**src/verilog/spt_pkg.sv**
```systemverilog
/*
  Shared constants for the slot pulse and integration timing block: register
  indices, per-slot stride, field positions, decode codes, reset values,
  timing figures and sequencer states.
  Assumes a 50 MHz core clock and word-aligned 32-bit APB access.
*/
package spt_pkg;

  localparam int ADDR_W = 12;
  localparam int IDX_W = 10;
  localparam int REG_W = 16;
  localparam int SLOT_REGS = 10;

  // Register indices of the first slot, the slot stride and control/status; byte address is four times these
  localparam logic [IDX_W-1:0] IDX_SAMPLING_TYPE = 10'h100;
  localparam logic [IDX_W-1:0] IDX_PATH_CONFIG = 10'h101;
  localparam logic [IDX_W-1:0] IDX_INPUT_ENABLES = 10'h102;
  localparam logic [IDX_W-1:0] IDX_PRECONDITION = 10'h103;
  localparam logic [IDX_W-1:0] IDX_GAIN_REFERENCE = 10'h104;
  localparam logic [IDX_W-1:0] IDX_INTEGRATION_COUNTS = 10'h107;
  localparam logic [IDX_W-1:0] IDX_CONNECTION_TYPE = 10'h108;
  localparam logic [IDX_W-1:0] IDX_INTEGRATION_WIDTH = 10'h10A;
  localparam logic [IDX_W-1:0] IDX_INTEGRATION_START = 10'h10B;
  localparam logic [IDX_W-1:0] IDX_PULSE_TIMING = 10'h10C;
  localparam logic [IDX_W-1:0] IDX_SLOT_STRIDE = 10'h020;
  localparam int SLOT_SHIFT = $clog2(int'(IDX_SLOT_STRIDE));
  localparam logic [IDX_W-1:0] IDX_CONTROL = 10'h010;
  localparam logic [IDX_W-1:0] IDX_STATUS = 10'h011;

  localparam logic [REG_W-1:0] RST_SLOT_REG = 16'h0000;
  localparam logic RST_ENABLE = 1'b0;

  // Field positions
  localparam int ST_TYPE_LSB = 12;
  localparam int PATH_LSB = 0;
  localparam int PRECON_LSB = 12;
  localparam int GAIN_LSB = 0;
  localparam int LEVEL_LSB = 6;
  localparam int TRIM_LSB = 8;
  localparam int PULSE_EN_BIT = 10;
  localparam int REPEAT_LSB = 0;
  localparam int INT_COUNT_LSB = 8;
  localparam int CONN_LSB = 12;
  localparam int IWIDTH_LSB = 0;
  localparam int BPF1_PD_BIT = 9;
  localparam int BPF2_PD_BIT = 13;
  localparam int ISTART_LSB = 0;
  localparam int DELAY_LSB = 0;
  localparam int DURATION_LSB = 8;
  localparam int CTRL_ENABLE_BIT = 0;

  // Decode codes
  localparam logic [8:0] PATH_AMP_INT_ADC = 9'h0E6;
  localparam logic [2:0] PRECON_TO_VREF = 3'h5;
  localparam logic [1:0] CONN_CONTINUOUS = 2'h0;
  localparam logic [1:0] SAMPLE_DEFAULT = 2'h0;
  localparam logic [1:0] LEVEL_1V14 = 2'h0;
  localparam logic [1:0] TRIM_0V9 = 2'h2;

  // Timing
  localparam int US_NS = 1000;
  localparam int CLK_NS = 20;
  localparam logic [15:0] CYC_PER_US = 16'(US_NS / CLK_NS);
  localparam int FINE_STEP_PS = 31250;
  localparam int FINE_SHIFT = 4;
  localparam logic [19:0] FINE_MUL = 20'(FINE_STEP_PS * (1 << FINE_SHIFT) / (CLK_NS * 1000));

  typedef enum logic [1:0] {
    ST_IDLE = 2'b00,
    ST_LOAD = 2'b01,
    ST_RUN = 2'b10
  } spt_state_t;

endpackage : spt_pkg

```
**src/verilog/spt_phase_gen.sv**
```systemverilog
/*
  One pulse/integration phase: counts from a start strobe, raises the
  modulation pulse and the integration window at their cycle offsets and
  flags the end of the phase.
  Assumes the cycle figures stay stable while the phase runs.
*/
`timescale 1ns/1ns
module spt_phase_gen #(
  parameter int CNT_W = 16
) (
  input wire logic core_clk,
  input wire logic nrst,
  input wire logic start,
  input wire logic abort,
  input wire logic [CNT_W-1:0] pulse_start,
  input wire logic [CNT_W-1:0] pulse_len,
  input wire logic [CNT_W-1:0] integ_start,
  input wire logic [CNT_W-1:0] integ_len,
  output logic pulse_on_ff,
  output logic integ_on_ff,
  output logic done_ff
);

  logic running_ff;
  logic [CNT_W:0] cnt_ff;
  logic [CNT_W:0] pulse_end;
  logic [CNT_W:0] integ_end;
  logic [CNT_W:0] last_cnt;
  logic active;

  assign pulse_end = {1'b0, pulse_start} + {1'b0, pulse_len};
  assign integ_end = {1'b0, integ_start} + {1'b0, integ_len};
  // Phase spans whichever of pulse or window ends later
  assign last_cnt = (pulse_end > integ_end) ? pulse_end : integ_end;
  assign active = running_ff && !start && !abort;

  always_ff @(posedge core_clk or negedge nrst)
  begin
    if (!nrst)
      running_ff <= 1'b0;
    else if (start)
      running_ff <= 1'b1;
    else if (abort || (running_ff && cnt_ff == last_cnt))
      running_ff <= 1'b0;
  end

  always_ff @(posedge core_clk or negedge nrst)
  begin
    if (!nrst)
      cnt_ff <= '0;
    else if (start)
      cnt_ff <= '0;
    else if (running_ff)
      cnt_ff <= cnt_ff + 1'b1;
  end

  always_ff @(posedge core_clk or negedge nrst)
  begin
    if (!nrst)
    begin
      pulse_on_ff <= 1'b0;
      integ_on_ff <= 1'b0;
      done_ff <= 1'b0;
    end
    else
    begin
      pulse_on_ff <= active && cnt_ff >= {1'b0, pulse_start} && cnt_ff < pulse_end; // RL1 RL2
      integ_on_ff <= active && cnt_ff >= {1'b0, integ_start} && cnt_ff < integ_end; // RL3 RL4
      done_ff <= active && cnt_ff == last_cnt;
    end
  end

endmodule : spt_phase_gen

```
**src/verilog/spt_slot_timing.sv**
```systemverilog
/*
  Per-slot settings bank and pulse/integration sequencer with an APB slave.
  Assumes an outside scheduler strobes slot_start with slot_sel, and that the
  analog front end consumes the decoded control levels.
*/
// Our own choice: the APB interface to the registers.
`timescale 1ns/1ns
// What this block does
// RL1 - The first modulation pulse starts after the low byte of the pulse-timing register, in 1 us units.
// RL2 - Each modulation pulse lasts as many microseconds as the upper byte of the pulse-timing register.
// RL3 - The integration window lasts as many microseconds as the 5-bit integration-width field.
// RL4 - Integration starts at the 13-bit offset, counted as a whole in 31.25 ns fine steps.
// RL5 - Each conversion gathers as many integrations as the integration-count byte, one for a value of 1.
// RL6 - The whole sequence repeats as often as the repeat byte, so pulses total repeats times integrations.
// RL7 - With the reference-pulse enable bit set, the amplifier reference is pulsed during each modulation pulse.
// RL8 - The 2-bit reference-pulse level is decoded, code 0 meaning the 1.14 V level.
// RL9 - The 2-bit reference trim is decoded, code 2 meaning a 0.9 V baseline.
// RL10 - Path code 0x0E6 routes amplifier, integrator and converter and bypasses the band-pass filter.
// RL11 - Precondition code 5 preconditions the selected input to the amplifier reference.
// RL12 - Connection code 0 keeps the amplifier connected to the inputs for the whole slot.
// RL13 - Bit 9 of the width register powers down filter one and bit 13 powers down filter two.
// RL14 - Each later slot's copy of a register sits 0x020 indices above the previous slot's copy.
// RL15 - Sampling-type value 0 selects the default sampling mode.
// RL16 - Software places the window around the reference pulse so only the edge charge is integrated.
// RL17 - Settings act only inside their own slot and the slot's copy is loaded when the slot begins.
module spt_slot_timing #(
  parameter int NUM_SLOTS = 4
) (
  input wire logic core_clk,
  input wire logic nrst,
  input wire logic psel,
  input wire logic penable,
  input wire logic pwrite,
  input wire logic [spt_pkg::ADDR_W-1:0] paddr,
  input wire logic [31:0] pwdata,
  output logic [31:0] prdata,
  output logic pready,
  output logic pslverr,
  input wire logic slot_start,
  input wire logic [((NUM_SLOTS > 1) ? $clog2(NUM_SLOTS) : 1)-1:0] slot_sel,
  output logic slot_busy_ff,
  output logic slot_done_ff,
  output logic mod_pulse_ff,
  output logic integrate_ff,
  output logic adc_convert_ff,
  output logic ref_pulse_active_ff,
  output logic ref_pulse_is_1v14_ff,
  output logic ref_baseline_0v9_ff,
  output logic [1:0] ref_pulse_level_ff,
  output logic [1:0] ref_baseline_trim_ff,
  output logic [8:0] signal_path_select_ff,
  output logic path_amp_int_adc_ff,
  output logic bpf_bypass_ff,
  output logic [15:0] input_pair_enable_ff,
  output logic [2:0] input_precondition_ff,
  output logic precondition_to_vref_ff,
  output logic [5:0] amplifier_gain_ff,
  output logic amp_connect_continuous_ff,
  output logic bpf1_power_down_ff,
  output logic bpf2_power_down_ff,
  output logic default_sampling_ff
);

  localparam int SLOT_W = (NUM_SLOTS > 1) ? $clog2(NUM_SLOTS) : 1;
  localparam int ENTRIES = NUM_SLOTS * spt_pkg::SLOT_REGS;
  localparam int ENT_W = $clog2(ENTRIES + 1);

  // Compact slot-register numbers
  localparam int K_SAMPLE = 0;
  localparam int K_PATH = 1;
  localparam int K_INPUTS = 2;
  localparam int K_PRECON = 3;
  localparam int K_GAIN = 4;
  localparam int K_COUNTS = 5;
  localparam int K_CONN = 6;
  localparam int K_IWIDTH = 7;
  localparam int K_ISTART = 8;
  localparam int K_TIMING = 9;

  logic [spt_pkg::REG_W-1:0] bank_ff [ENTRIES];
  logic [spt_pkg::REG_W-1:0] act_ff [spt_pkg::SLOT_REGS];
  logic [spt_pkg::IDX_W-1:0] acc_idx;
  logic [spt_pkg::IDX_W-1:0] rel_idx;
  logic [spt_pkg::IDX_W-1:0] acc_slot;
  logic [4:0] acc_local;
  logic [3:0] acc_k;
  logic [4:0] acc_k5;
  logic acc_k_hit;
  logic acc_slot_hit;
  logic [ENT_W-1:0] acc_entry;
  logic acc_setup;
  logic acc_done;
  logic wr_bank;
  logic rd_hit;
  logic [31:0] rd_data;
  logic enable_ff;
  logic pready_ff;
  logic pslverr_ff;
  logic [31:0] prdata_ff;
  spt_pkg::spt_state_t state_ff;
  logic [SLOT_W-1:0] cur_slot_ff;
  logic [7:0] int_cnt_ff;
  logic [7:0] rep_cnt_ff;
  logic phase_start_ff;
  logic [15:0] ps_cyc_ff;
  logic [15:0] pl_cyc_ff;
  logic [15:0] is_cyc_ff;
  logic [15:0] il_cyc_ff;
  logic [19:0] is_prod;
  logic [7:0] num_int;
  logic [7:0] num_rep;
  logic last_int;
  logic last_rep;
  logic slot_go;
  logic phase_pulse;
  logic phase_integ;
  logic phase_done;
  logic run_done;
  logic [ENT_W-1:0] load_base;

  // Maps a local offset inside a slot onto its compact register number
  function automatic logic [4:0] local_to_k(input logic [4:0] ofs);
    logic [spt_pkg::IDX_W-1:0] full;
    full = spt_pkg::IDX_SAMPLING_TYPE + {5'h00, ofs};
    case (full)
      spt_pkg::IDX_SAMPLING_TYPE: local_to_k = 5'(K_SAMPLE);
      spt_pkg::IDX_PATH_CONFIG: local_to_k = 5'(K_PATH);
      spt_pkg::IDX_INPUT_ENABLES: local_to_k = 5'(K_INPUTS);
      spt_pkg::IDX_PRECONDITION: local_to_k = 5'(K_PRECON);
      spt_pkg::IDX_GAIN_REFERENCE: local_to_k = 5'(K_GAIN);
      spt_pkg::IDX_INTEGRATION_COUNTS: local_to_k = 5'(K_COUNTS);
      spt_pkg::IDX_CONNECTION_TYPE: local_to_k = 5'(K_CONN);
      spt_pkg::IDX_INTEGRATION_WIDTH: local_to_k = 5'(K_IWIDTH);
      spt_pkg::IDX_INTEGRATION_START: local_to_k = 5'(K_ISTART);
      spt_pkg::IDX_PULSE_TIMING: local_to_k = 5'(K_TIMING);
      default: local_to_k = 5'h1F;
    endcase
  endfunction : local_to_k

  // Address decode: printed offsets are word indices
  assign acc_idx = paddr[spt_pkg::ADDR_W-1:2];
  assign rel_idx = acc_idx - spt_pkg::IDX_SAMPLING_TYPE;
  assign acc_slot = rel_idx >> spt_pkg::SLOT_SHIFT; // RL14
  assign acc_local = rel_idx[4:0];
  assign acc_k5 = local_to_k(acc_local);
  assign acc_k = acc_k5[3:0];
  assign acc_k_hit = acc_k5 != 5'h1F;
  assign acc_slot_hit = acc_idx >= spt_pkg::IDX_SAMPLING_TYPE && acc_slot < spt_pkg::IDX_W'(NUM_SLOTS);
  assign acc_entry = ENT_W'(acc_slot * spt_pkg::SLOT_REGS) + ENT_W'(acc_k);
  assign acc_setup = psel && penable && !pready_ff;
  assign acc_done = psel && penable && pready_ff;
  assign wr_bank = acc_done && pwrite && acc_slot_hit && acc_k_hit && !pslverr_ff;

  always_comb
  begin
    rd_data = 32'h0000_0000;
    rd_hit = 1'b1;
    if (acc_slot_hit && acc_k_hit)
      rd_data = {16'h0000, bank_ff[acc_entry]};
    else if (acc_idx == spt_pkg::IDX_CONTROL)
      rd_data = {31'h0000_0000, enable_ff};
    else if (acc_idx == spt_pkg::IDX_STATUS)
      rd_data = {8'h00, int_cnt_ff, rep_cnt_ff, 4'(cur_slot_ff), 3'h0, slot_busy_ff};
    else
      rd_hit = 1'b0;
  end

  // One wait state: answer is raised in the second access cycle
  always_ff @(posedge core_clk or negedge nrst)
  begin
    if (!nrst)
    begin
      pready_ff <= 1'b0;
      pslverr_ff <= 1'b0;
      prdata_ff <= 32'h0000_0000;
    end
    else
    begin
      pready_ff <= acc_setup;
      pslverr_ff <= acc_setup && !rd_hit;
      prdata_ff <= (acc_setup && !pwrite) ? rd_data : 32'h0000_0000;
    end
  end

  assign prdata = prdata_ff;
  assign pready = pready_ff;
  assign pslverr = pslverr_ff;

  always_ff @(posedge core_clk or negedge nrst)
  begin
    if (!nrst)
      enable_ff <= spt_pkg::RST_ENABLE;
    else if (acc_done && pwrite && acc_idx == spt_pkg::IDX_CONTROL)
      enable_ff <= pwdata[spt_pkg::CTRL_ENABLE_BIT];
  end

  // Settings bank, one word per slot register
  for (genvar e = 0; e < ENTRIES; e++)
  begin : g_bank
    always_ff @(posedge core_clk or negedge nrst)
    begin
      if (!nrst)
        bank_ff[e] <= spt_pkg::RST_SLOT_REG;
      else if (wr_bank && acc_entry == ENT_W'(e))
        bank_ff[e] <= pwdata[spt_pkg::REG_W-1:0];
    end
  end

  // Working copy taken at slot start so later writes cannot disturb a running slot
  assign slot_go = slot_start && enable_ff && int'(slot_sel) < NUM_SLOTS;
  assign load_base = ENT_W'(int'(slot_sel) * spt_pkg::SLOT_REGS);

  for (genvar k = 0; k < spt_pkg::SLOT_REGS; k++)
  begin : g_act
    always_ff @(posedge core_clk or negedge nrst)
    begin
      if (!nrst)
        act_ff[k] <= spt_pkg::RST_SLOT_REG;
      else if (slot_go)
        act_ff[k] <= bank_ff[load_base + ENT_W'(k)]; // RL17
    end
  end

  // Zero counts behave as one so a slot always ends
  assign num_int = (act_ff[K_COUNTS][spt_pkg::INT_COUNT_LSB +: 8] == 8'h00) ? 8'h01
                 : act_ff[K_COUNTS][spt_pkg::INT_COUNT_LSB +: 8];
  assign num_rep = (act_ff[K_COUNTS][spt_pkg::REPEAT_LSB +: 8] == 8'h00) ? 8'h01
                 : act_ff[K_COUNTS][spt_pkg::REPEAT_LSB +: 8];
  assign last_int = ({1'b0, int_cnt_ff} + 9'h001) >= {1'b0, num_int}; // RL5
  assign last_rep = ({1'b0, rep_cnt_ff} + 9'h001) >= {1'b0, num_rep}; // RL6
  assign run_done = state_ff == spt_pkg::ST_RUN && phase_done && !slot_go;
  assign is_prod = 20'(act_ff[K_ISTART][spt_pkg::ISTART_LSB +: 13]) * spt_pkg::FINE_MUL;

  // Cycle figures; fine steps round down to whole clocks
  always_ff @(posedge core_clk or negedge nrst)
  begin
    if (!nrst)
    begin
      ps_cyc_ff <= 16'h0000;
      pl_cyc_ff <= 16'h0000;
      is_cyc_ff <= 16'h0000;
      il_cyc_ff <= 16'h0000;
    end
    else if (state_ff == spt_pkg::ST_LOAD)
    begin
      ps_cyc_ff <= 16'(act_ff[K_TIMING][spt_pkg::DELAY_LSB +: 8]) * spt_pkg::CYC_PER_US; // RL1
      pl_cyc_ff <= 16'(act_ff[K_TIMING][spt_pkg::DURATION_LSB +: 8]) * spt_pkg::CYC_PER_US; // RL2
      il_cyc_ff <= 16'(act_ff[K_IWIDTH][spt_pkg::IWIDTH_LSB +: 5]) * spt_pkg::CYC_PER_US; // RL3
      is_cyc_ff <= is_prod[spt_pkg::FINE_SHIFT +: 16]; // RL4
    end
  end

  // A new slot strobe restarts the sequencer even mid-run
  always_ff @(posedge core_clk or negedge nrst)
  begin
    if (!nrst)
      state_ff <= spt_pkg::ST_IDLE;
    else if (slot_go)
      state_ff <= spt_pkg::ST_LOAD;
    else
    begin
      case (state_ff)
        spt_pkg::ST_IDLE: state_ff <= spt_pkg::ST_IDLE;
        spt_pkg::ST_LOAD: state_ff <= spt_pkg::ST_RUN;
        spt_pkg::ST_RUN:
        begin
          if (phase_done && last_int && last_rep)
            state_ff <= spt_pkg::ST_IDLE; // RL6
        end
        default: state_ff <= spt_pkg::ST_IDLE;
      endcase
    end
  end

  always_ff @(posedge core_clk or negedge nrst)
  begin
    if (!nrst)
      cur_slot_ff <= '0;
    else if (slot_go)
      cur_slot_ff <= slot_sel;
  end

  always_ff @(posedge core_clk or negedge nrst)
  begin
    if (!nrst)
    begin
      int_cnt_ff <= 8'h00;
      rep_cnt_ff <= 8'h00;
    end
    else if (slot_go)
    begin
      int_cnt_ff <= 8'h00;
      rep_cnt_ff <= 8'h00;
    end
    else if (run_done)
    begin
      if (last_int)
      begin
        int_cnt_ff <= 8'h00; // RL5
        rep_cnt_ff <= rep_cnt_ff + 8'h01; // RL6
      end
      else
        int_cnt_ff <= int_cnt_ff + 8'h01;
    end
  end

  always_ff @(posedge core_clk or negedge nrst)
  begin
    if (!nrst)
    begin
      phase_start_ff <= 1'b0;
      adc_convert_ff <= 1'b0;
      slot_done_ff <= 1'b0;
    end
    else
    begin
      phase_start_ff <= !slot_go && (state_ff == spt_pkg::ST_LOAD || (run_done && !(last_int && last_rep)));
      adc_convert_ff <= run_done && last_int; // RL5
      slot_done_ff <= run_done && last_int && last_rep; // RL6
    end
  end

  spt_phase_gen #(
    .CNT_W(16)
  ) u_phase (
    .core_clk(core_clk),
    .nrst(nrst),
    .start(phase_start_ff),
    .abort(slot_go),
    .pulse_start(ps_cyc_ff),
    .pulse_len(pl_cyc_ff),
    .integ_start(is_cyc_ff),
    .integ_len(il_cyc_ff),
    .pulse_on_ff(phase_pulse),
    .integ_on_ff(phase_integ),
    .done_ff(phase_done)
  );

  always_ff @(posedge core_clk or negedge nrst)
  begin
    if (!nrst)
    begin
      mod_pulse_ff <= 1'b0;
      integrate_ff <= 1'b0;
      ref_pulse_active_ff <= 1'b0;
    end
    else
    begin
      mod_pulse_ff <= phase_pulse && !slot_go;
      integrate_ff <= phase_integ && !slot_go;
      ref_pulse_active_ff <= phase_pulse && !slot_go && act_ff[K_GAIN][spt_pkg::PULSE_EN_BIT]; // RL7
    end
  end

  // Static settings are driven only while their slot is active, else held at zero
  always_ff @(posedge core_clk or negedge nrst)
  begin
    if (!nrst)
    begin
      slot_busy_ff <= 1'b0;
      ref_pulse_level_ff <= 2'h0;
      ref_pulse_is_1v14_ff <= 1'b0;
      ref_baseline_trim_ff <= 2'h0;
      ref_baseline_0v9_ff <= 1'b0;
      signal_path_select_ff <= 9'h000;
      path_amp_int_adc_ff <= 1'b0;
      bpf_bypass_ff <= 1'b0;
      input_pair_enable_ff <= 16'h0000;
      input_precondition_ff <= 3'h0;
      precondition_to_vref_ff <= 1'b0;
      amplifier_gain_ff <= 6'h00;
      amp_connect_continuous_ff <= 1'b0;
      bpf1_power_down_ff <= 1'b0;
      bpf2_power_down_ff <= 1'b0;
      default_sampling_ff <= 1'b0;
    end
    else if (state_ff != spt_pkg::ST_IDLE && !slot_go) // RL17
    begin
      slot_busy_ff <= 1'b1;
      ref_pulse_level_ff <= act_ff[K_GAIN][spt_pkg::LEVEL_LSB +: 2];
      ref_pulse_is_1v14_ff <= act_ff[K_GAIN][spt_pkg::LEVEL_LSB +: 2] == spt_pkg::LEVEL_1V14; // RL8
      ref_baseline_trim_ff <= act_ff[K_GAIN][spt_pkg::TRIM_LSB +: 2];
      ref_baseline_0v9_ff <= act_ff[K_GAIN][spt_pkg::TRIM_LSB +: 2] == spt_pkg::TRIM_0V9; // RL9
      signal_path_select_ff <= act_ff[K_PATH][spt_pkg::PATH_LSB +: 9];
      path_amp_int_adc_ff <= act_ff[K_PATH][spt_pkg::PATH_LSB +: 9] == spt_pkg::PATH_AMP_INT_ADC; // RL10
      bpf_bypass_ff <= act_ff[K_PATH][spt_pkg::PATH_LSB +: 9] == spt_pkg::PATH_AMP_INT_ADC; // RL10
      input_pair_enable_ff <= act_ff[K_INPUTS];
      input_precondition_ff <= act_ff[K_PRECON][spt_pkg::PRECON_LSB +: 3];
      precondition_to_vref_ff <= act_ff[K_PRECON][spt_pkg::PRECON_LSB +: 3] == spt_pkg::PRECON_TO_VREF; // RL11
      amplifier_gain_ff <= act_ff[K_GAIN][spt_pkg::GAIN_LSB +: 6];
      amp_connect_continuous_ff <= act_ff[K_CONN][spt_pkg::CONN_LSB +: 2] == spt_pkg::CONN_CONTINUOUS; // RL12
      bpf1_power_down_ff <= act_ff[K_IWIDTH][spt_pkg::BPF1_PD_BIT]; // RL13
      bpf2_power_down_ff <= act_ff[K_IWIDTH][spt_pkg::BPF2_PD_BIT]; // RL13
      default_sampling_ff <= act_ff[K_SAMPLE][spt_pkg::ST_TYPE_LSB +: 2] == spt_pkg::SAMPLE_DEFAULT; // RL15
    end
    else
    begin
      slot_busy_ff <= 1'b0;
      ref_pulse_level_ff <= 2'h0;
      ref_pulse_is_1v14_ff <= 1'b0;
      ref_baseline_trim_ff <= 2'h0;
      ref_baseline_0v9_ff <= 1'b0;
      signal_path_select_ff <= 9'h000;
      path_amp_int_adc_ff <= 1'b0;
      bpf_bypass_ff <= 1'b0;
      input_pair_enable_ff <= 16'h0000;
      input_precondition_ff <= 3'h0;
      precondition_to_vref_ff <= 1'b0;
      amplifier_gain_ff <= 6'h00;
      amp_connect_continuous_ff <= 1'b0;
      bpf1_power_down_ff <= 1'b0;
      bpf2_power_down_ff <= 1'b0;
      default_sampling_ff <= 1'b0;
    end
  end

endmodule : spt_slot_timing
```
**config.mk**
```make
export PLATFORM = sky130hd
export DESIGN_NAME = spt_slot_timing
export DESIGN_NICKNAME = d
export VERILOG_FILES = /design/src/verilog/spt_pkg.sv /design/src/verilog/spt_phase_gen.sv /design/src/verilog/spt_slot_timing.sv
export SDC_FILE = /design/constraint.sdc
export NUM_CORES = 2
export LEC_CHECK = 0
export BUFFER_PORTS_ARGS = -buffer_cell sky130_fd_sc_hd__buf_2
export CORE_AREA = 2 2 376 378
export DETAILED_ROUTE_END_ITERATION = 16
export DIE_AREA = 0 0 378 380
export PLACE_DENSITY = 0.62
export SLEW_MARGIN = 20
export SYNTH_ARGS = -nofsm -noshare
export SYNTH_HDL_FRONTEND = slang
export SYNTH_SLANG_ARGS = --single-unit
export TNS_END_PERCENT = 50
```
**constraint.sdc**
```tcl
create_clock -name core_clk -period 5.85 [get_ports core_clk]
set_input_delay 1.4625 -clock core_clk [delete_from_list [all_inputs] [get_ports core_clk]]
set_output_delay 1.4625 -clock core_clk [all_outputs]
set_load 0.02 [all_outputs]
```
==> flow_metrics.py <==
metrics = {
    "final_layout": {
        "post-route-util_pct": 45.0,
        "fin_area_sq_mm": 0.0627,
        "fin_nets": 4518,
        "area_growth_syn_to_layout_pct": 12.8,
        "multi_input_area_sq_mm": 0.0312,
        "drive_gt1_share_pct": 39.5,
        "fill_cells": 12500,
        "seqCellArea_sq_mm": 0.0227,
    },
    "route": {
        "dr.pass1.iters": 6,
        "viasPerCell": 6.10,
        "detail_route.wirelength_um": 175000,
        "dr.first_iter.drc_count": 3843,
        "routedWlPerCell_um": 28.3,
        "dr_total_vias": 37700,
        "drtAntennaViolNets": 0,
        "drcViolationCount": 0,
    },
    "clocking": {
        "h-tree-depth": 3,
        "clk_pin_slew_ns": 0.06,
        "cts_num_sinks": 906,
        "numCtsBuffers": 99,
        "clk_path_buf_depth": 3,
        "root_buffer": "clkbuf_16",
        "cts_tree": "built",
        "postCtsResizedCells": 0,
        "cts_setup_buffers": 0,
        "ctsHoldBuffers": 0,
        "insertion_delay_ns": 0.76,
    },
    "worst_setup_path": {
        "startpoint_type": "flop",
        "arrival_ns": 5.71,
        "crit_buf_inv": 1,
        "crit_type": "flop to flop",
        "crit_path_top_delay_cell": "a221oi_2",
        "path_cells": "ha_1 -> fa_1 -> a21o_1 -> a221oi_2 -> o21ai_1 -> a21o_1 -> a21oi_1 -> xor2_1 -> inv_1 -> ha_1 -> and4_1 -> nand2_1 -> nor3_1 -> a41oi_1 -> a21boi_4 -> mux2_1 -> a31oi_1 -> nand4_1 -> nor3_1",
        "r2r_slack_ns": 0.71,
        "required_ns": 6.42,
        "endpoint_kind": "flop",
        "max_stage_delay_ns": 0.47,
        "crit_fanout": 7,
        "crit_family": "compound AO/OA/AOI/OAI gates",
    },
    "grt": {
        "grt_max_degree": 121,
        "grt_pass1_wl_um": 263000,
        "grt_overflow": 0,
        "antenna_found_initial": 13,
        "grt_pass1_vias": 38600,
        "grt_usage_pct": 24.6,
    },
    "floorplanning": {
        "fp.dieW_um": 378,
        "core-area_sq_mm": 0.139,
        "ioPinCount": 139,
        "fp.dieH_um": 380,
        "die_area_sq_mm": 0.144,
        "start_util_pct": 40.0,
        "core.rowCount": 137,
    },
    "timing": {
        "timing.final.crit_share_pct": 87.9,
        "layout_setup_ws_ns": 0.705,
        "fmax_mhz": 194,
        "hold_viol_final": 0,
        "setup-tns-final_ns": 0,
        "finalCriticalPeriod_ns": 5.14,
        "finalClockSkew_ns": 0.0504,
        "slew_violations": 0,
        "rsz0062_at_grt": "false",
        "setup_viol": 0,
        "tightestPinTransition_ns": 1.15,
        "relSlewSlack_pct": 23.3,
    },
    "synth": {
        "yosys.area.top_type_share_pct": 40.8,
        "yosys.area.top_type": "dfrtp_1",
        "synth-async-reset-ratio_pct": 100,
        "yosys.area_share.simple_pct": 4.86,
        "synth.distinct_cells": 86,
        "synthXorXnorAreaFrac_pct": 1.79,
        "synth-edff-count": 0,
        "yosysSeqAreaShare_pct": 40.8,
        "yosys_warnings": 0,
        "synth.area.top_cells": "dfrtp_1 (41%), mux4_2 (21%), mux2_2 (13%)",
        "ys_seq_elements": 906,
        "synth_mux_area_share_pct": 36.9,
        "synth_compound_area_share_pct": 6.15,
        "synth_fa_ha_area_share_pct": 5.93,
        "synth_commonest_cells": "dfrtp_1 (906), mux2_2 (621), mux4_2 (526)",
        "avgSynthCellArea_sq_um": 13.4,
        "syn-instance-count": 4138,
        "synth_most_common_cell": "dfrtp_1",
        "synthesis.area_sq_mm": 0.0556,
        "synth_flop_cell": "dfrtp_1",
        "synth_top_family_by_area": "multiplexers",
    },
    "placed_design": {
        "hpwl_um": 124000,
        "dpl_cell_area_sq_mm": 0.0591,
        "place_worst_setup_slack_ns": 0.351,
        "place.gp.congestion": 0.897,
        "port_buffers": 112,
    },
    "run_status": {
        "status": "finished clean",
    },
    "pwr": {
        "leakage_nw": 29.2,
        "powerDensity_mw_per_mm2": 239,
        "vdd_drop_max_mv": 0.203,
    },
    "run": {
        "drv_cap": 0,
    },
    "worst_hold_path": {
        "hp-class": "flop to flop",
    },
}
## final cells by class
class	instances	area share, %
Antenna cell	5	0.0200
Clock buffer	133	4.54
Clock inverter	48	1.07
Inverter	146	0.876
Multi-Input combinational cell	2751	49.7
Sequential cell	906	36.2
Tap cell	1876	3.74
Timing Repair Buffer	310	3.90
## final timing paths
| path | depth (start not counted) | start | end |
|---|---|---|---|
| max | 19 | ps_cyc_ff[1]$_DFFE_PN0N_ | u_phase.done_ff$_DFF_PN0_ |
| min in group asynchronous | 1 | nrst | bank_ff[45]$_DFFE_PN0P_ |
| max in group asynchronous | 3 | nrst | il_cyc_ff[10]$_DFFE_PN0N_ |
| min | 1 | act_ff[156]$_DFFE_PN0P_ | default_sampling_ff$_DFF_PN0_ |
| min reg2reg | 1 | act_ff[156]$_DFFE_PN0P_ | default_sampling_ff$_DFF_PN0_ |
| max reg2reg | 19 | ps_cyc_ff[1]$_DFFE_PN0N_ | u_phase.done_ff$_DFF_PN0_ |
## through the flow
| step | power, mW | hold WS, ns | std cells |
|---|---|---|---|
| after floorplan | 7.61 | 0.408 | 4145 |
| after global placement | 8.30 | 0.430 | 5988 |
| after detailed placement | 8.32 | 0.430 | 5988 |
| after CTS | 15.1 | 0.438 | 6169 |
| after global routing | 15.5 | 0.467 | 6174 |
| final | 15.0 | 0.441 | 6175 |
## registers in the layout (all words and copies together), names as in the netlist, 3 cells and up
| signal | flops |
|---|---|
| signal_path_select_ff | 9 |
| pl_cyc_ff | 13 |
| ps_cyc_ff | 13 |
| input_pair_enable_ff | 16 |
| u_phase.cnt_ff | 17 |
| is_cyc_ff | 14 |
| act_ff | 95 |
| int_cnt_ff | 8 |
| bank_ff | 640 |
| input_precondition_ff | 3 |
| il_cyc_ff | 10 |
| prdata | 24 |
| rep_cnt_ff | 8 |
| amplifier_gain_ff | 6 |
## kinds of logic (layout without fill, tap and decap cells)
| group | count (synthesis) | count (layout) |
|---|---|---|
| compound gates | 490 | 490 |
| xor+xnor | 110 | 110 |
| buf+inv | 488 | 637 |
| other cells | 1 | 13 |
| fa+ha+maj | 253 | 253 |
| flops | 906 | 906 |
| mux | 1308 | 1308 |
| simple gates | 582 | 582 |
## metal layers
layer / vias to the layer above / GRT usage (%) / share of wire [%]
li1: 15900 / - / -
met1: 19700 / 32.4 / 40
met2: 1571 / 38.5 / 47
met3: 429 / 5.26 / 7.8
met4: 12 / 11.8 / 5.4
met5: - / 0.876 / 0.060
## cells in the final DEF, fill, tap and decap left out, types with 16 or more instances in the layout
| cell | synthesis | layout |
|---|---|---|
| a211oi_1 | 16 | 16 |
| a21o_1 | 52 | 52 |
| a21oi_1 | 98 | 98 |
| a221oi_1 | 63 | 63 |
| a22o_1 | 17 | 17 |
| a311oi_1 | 18 | 18 |
| and2_1 | 64 | 64 |
| buf_12 | 0 | 28 |
| buf_2 | 64 | 109 |
| buf_4 | 14 | 169 |
| clkbuf_16 | 0 | 100 |
| clkbuf_8 | 0 | 22 |
| clkinv_2 | 0 | 23 |
| dfrtp_1 | 906 | 906 |
| fa_1 | 18 | 17 |
| ha_1 | 234 | 231 |
| inv_1 | 141 | 141 |
| mux2_1 | 54 | 54 |
| mux2_2 | 621 | 621 |
| mux2i_1 | 107 | 107 |
| mux4_2 | 526 | 526 |
| nand2_1 | 174 | 173 |
| nand3_1 | 36 | 36 |
| nor2_1 | 196 | 169 |
| nor2_2 | 2 | 28 |
| nor3_1 | 17 | 17 |
| o21a_1 | 17 | 17 |
| o21ai_0 | 96 | 96 |
| o2bb2ai_1 | 25 | 25 |
| xnor2_1 | 65 | 64 |
| xor2_1 | 42 | 41 |
## power by group
group / switching, mW / leakage, nW / internal [mW]
clock network: 2.78 / 1.73 / 4.00
logic: 1.13 / 15.0 / 0.676
registers: 0.0860 / 12.5 / 6.32
Power figures use the tool's default switching activity.
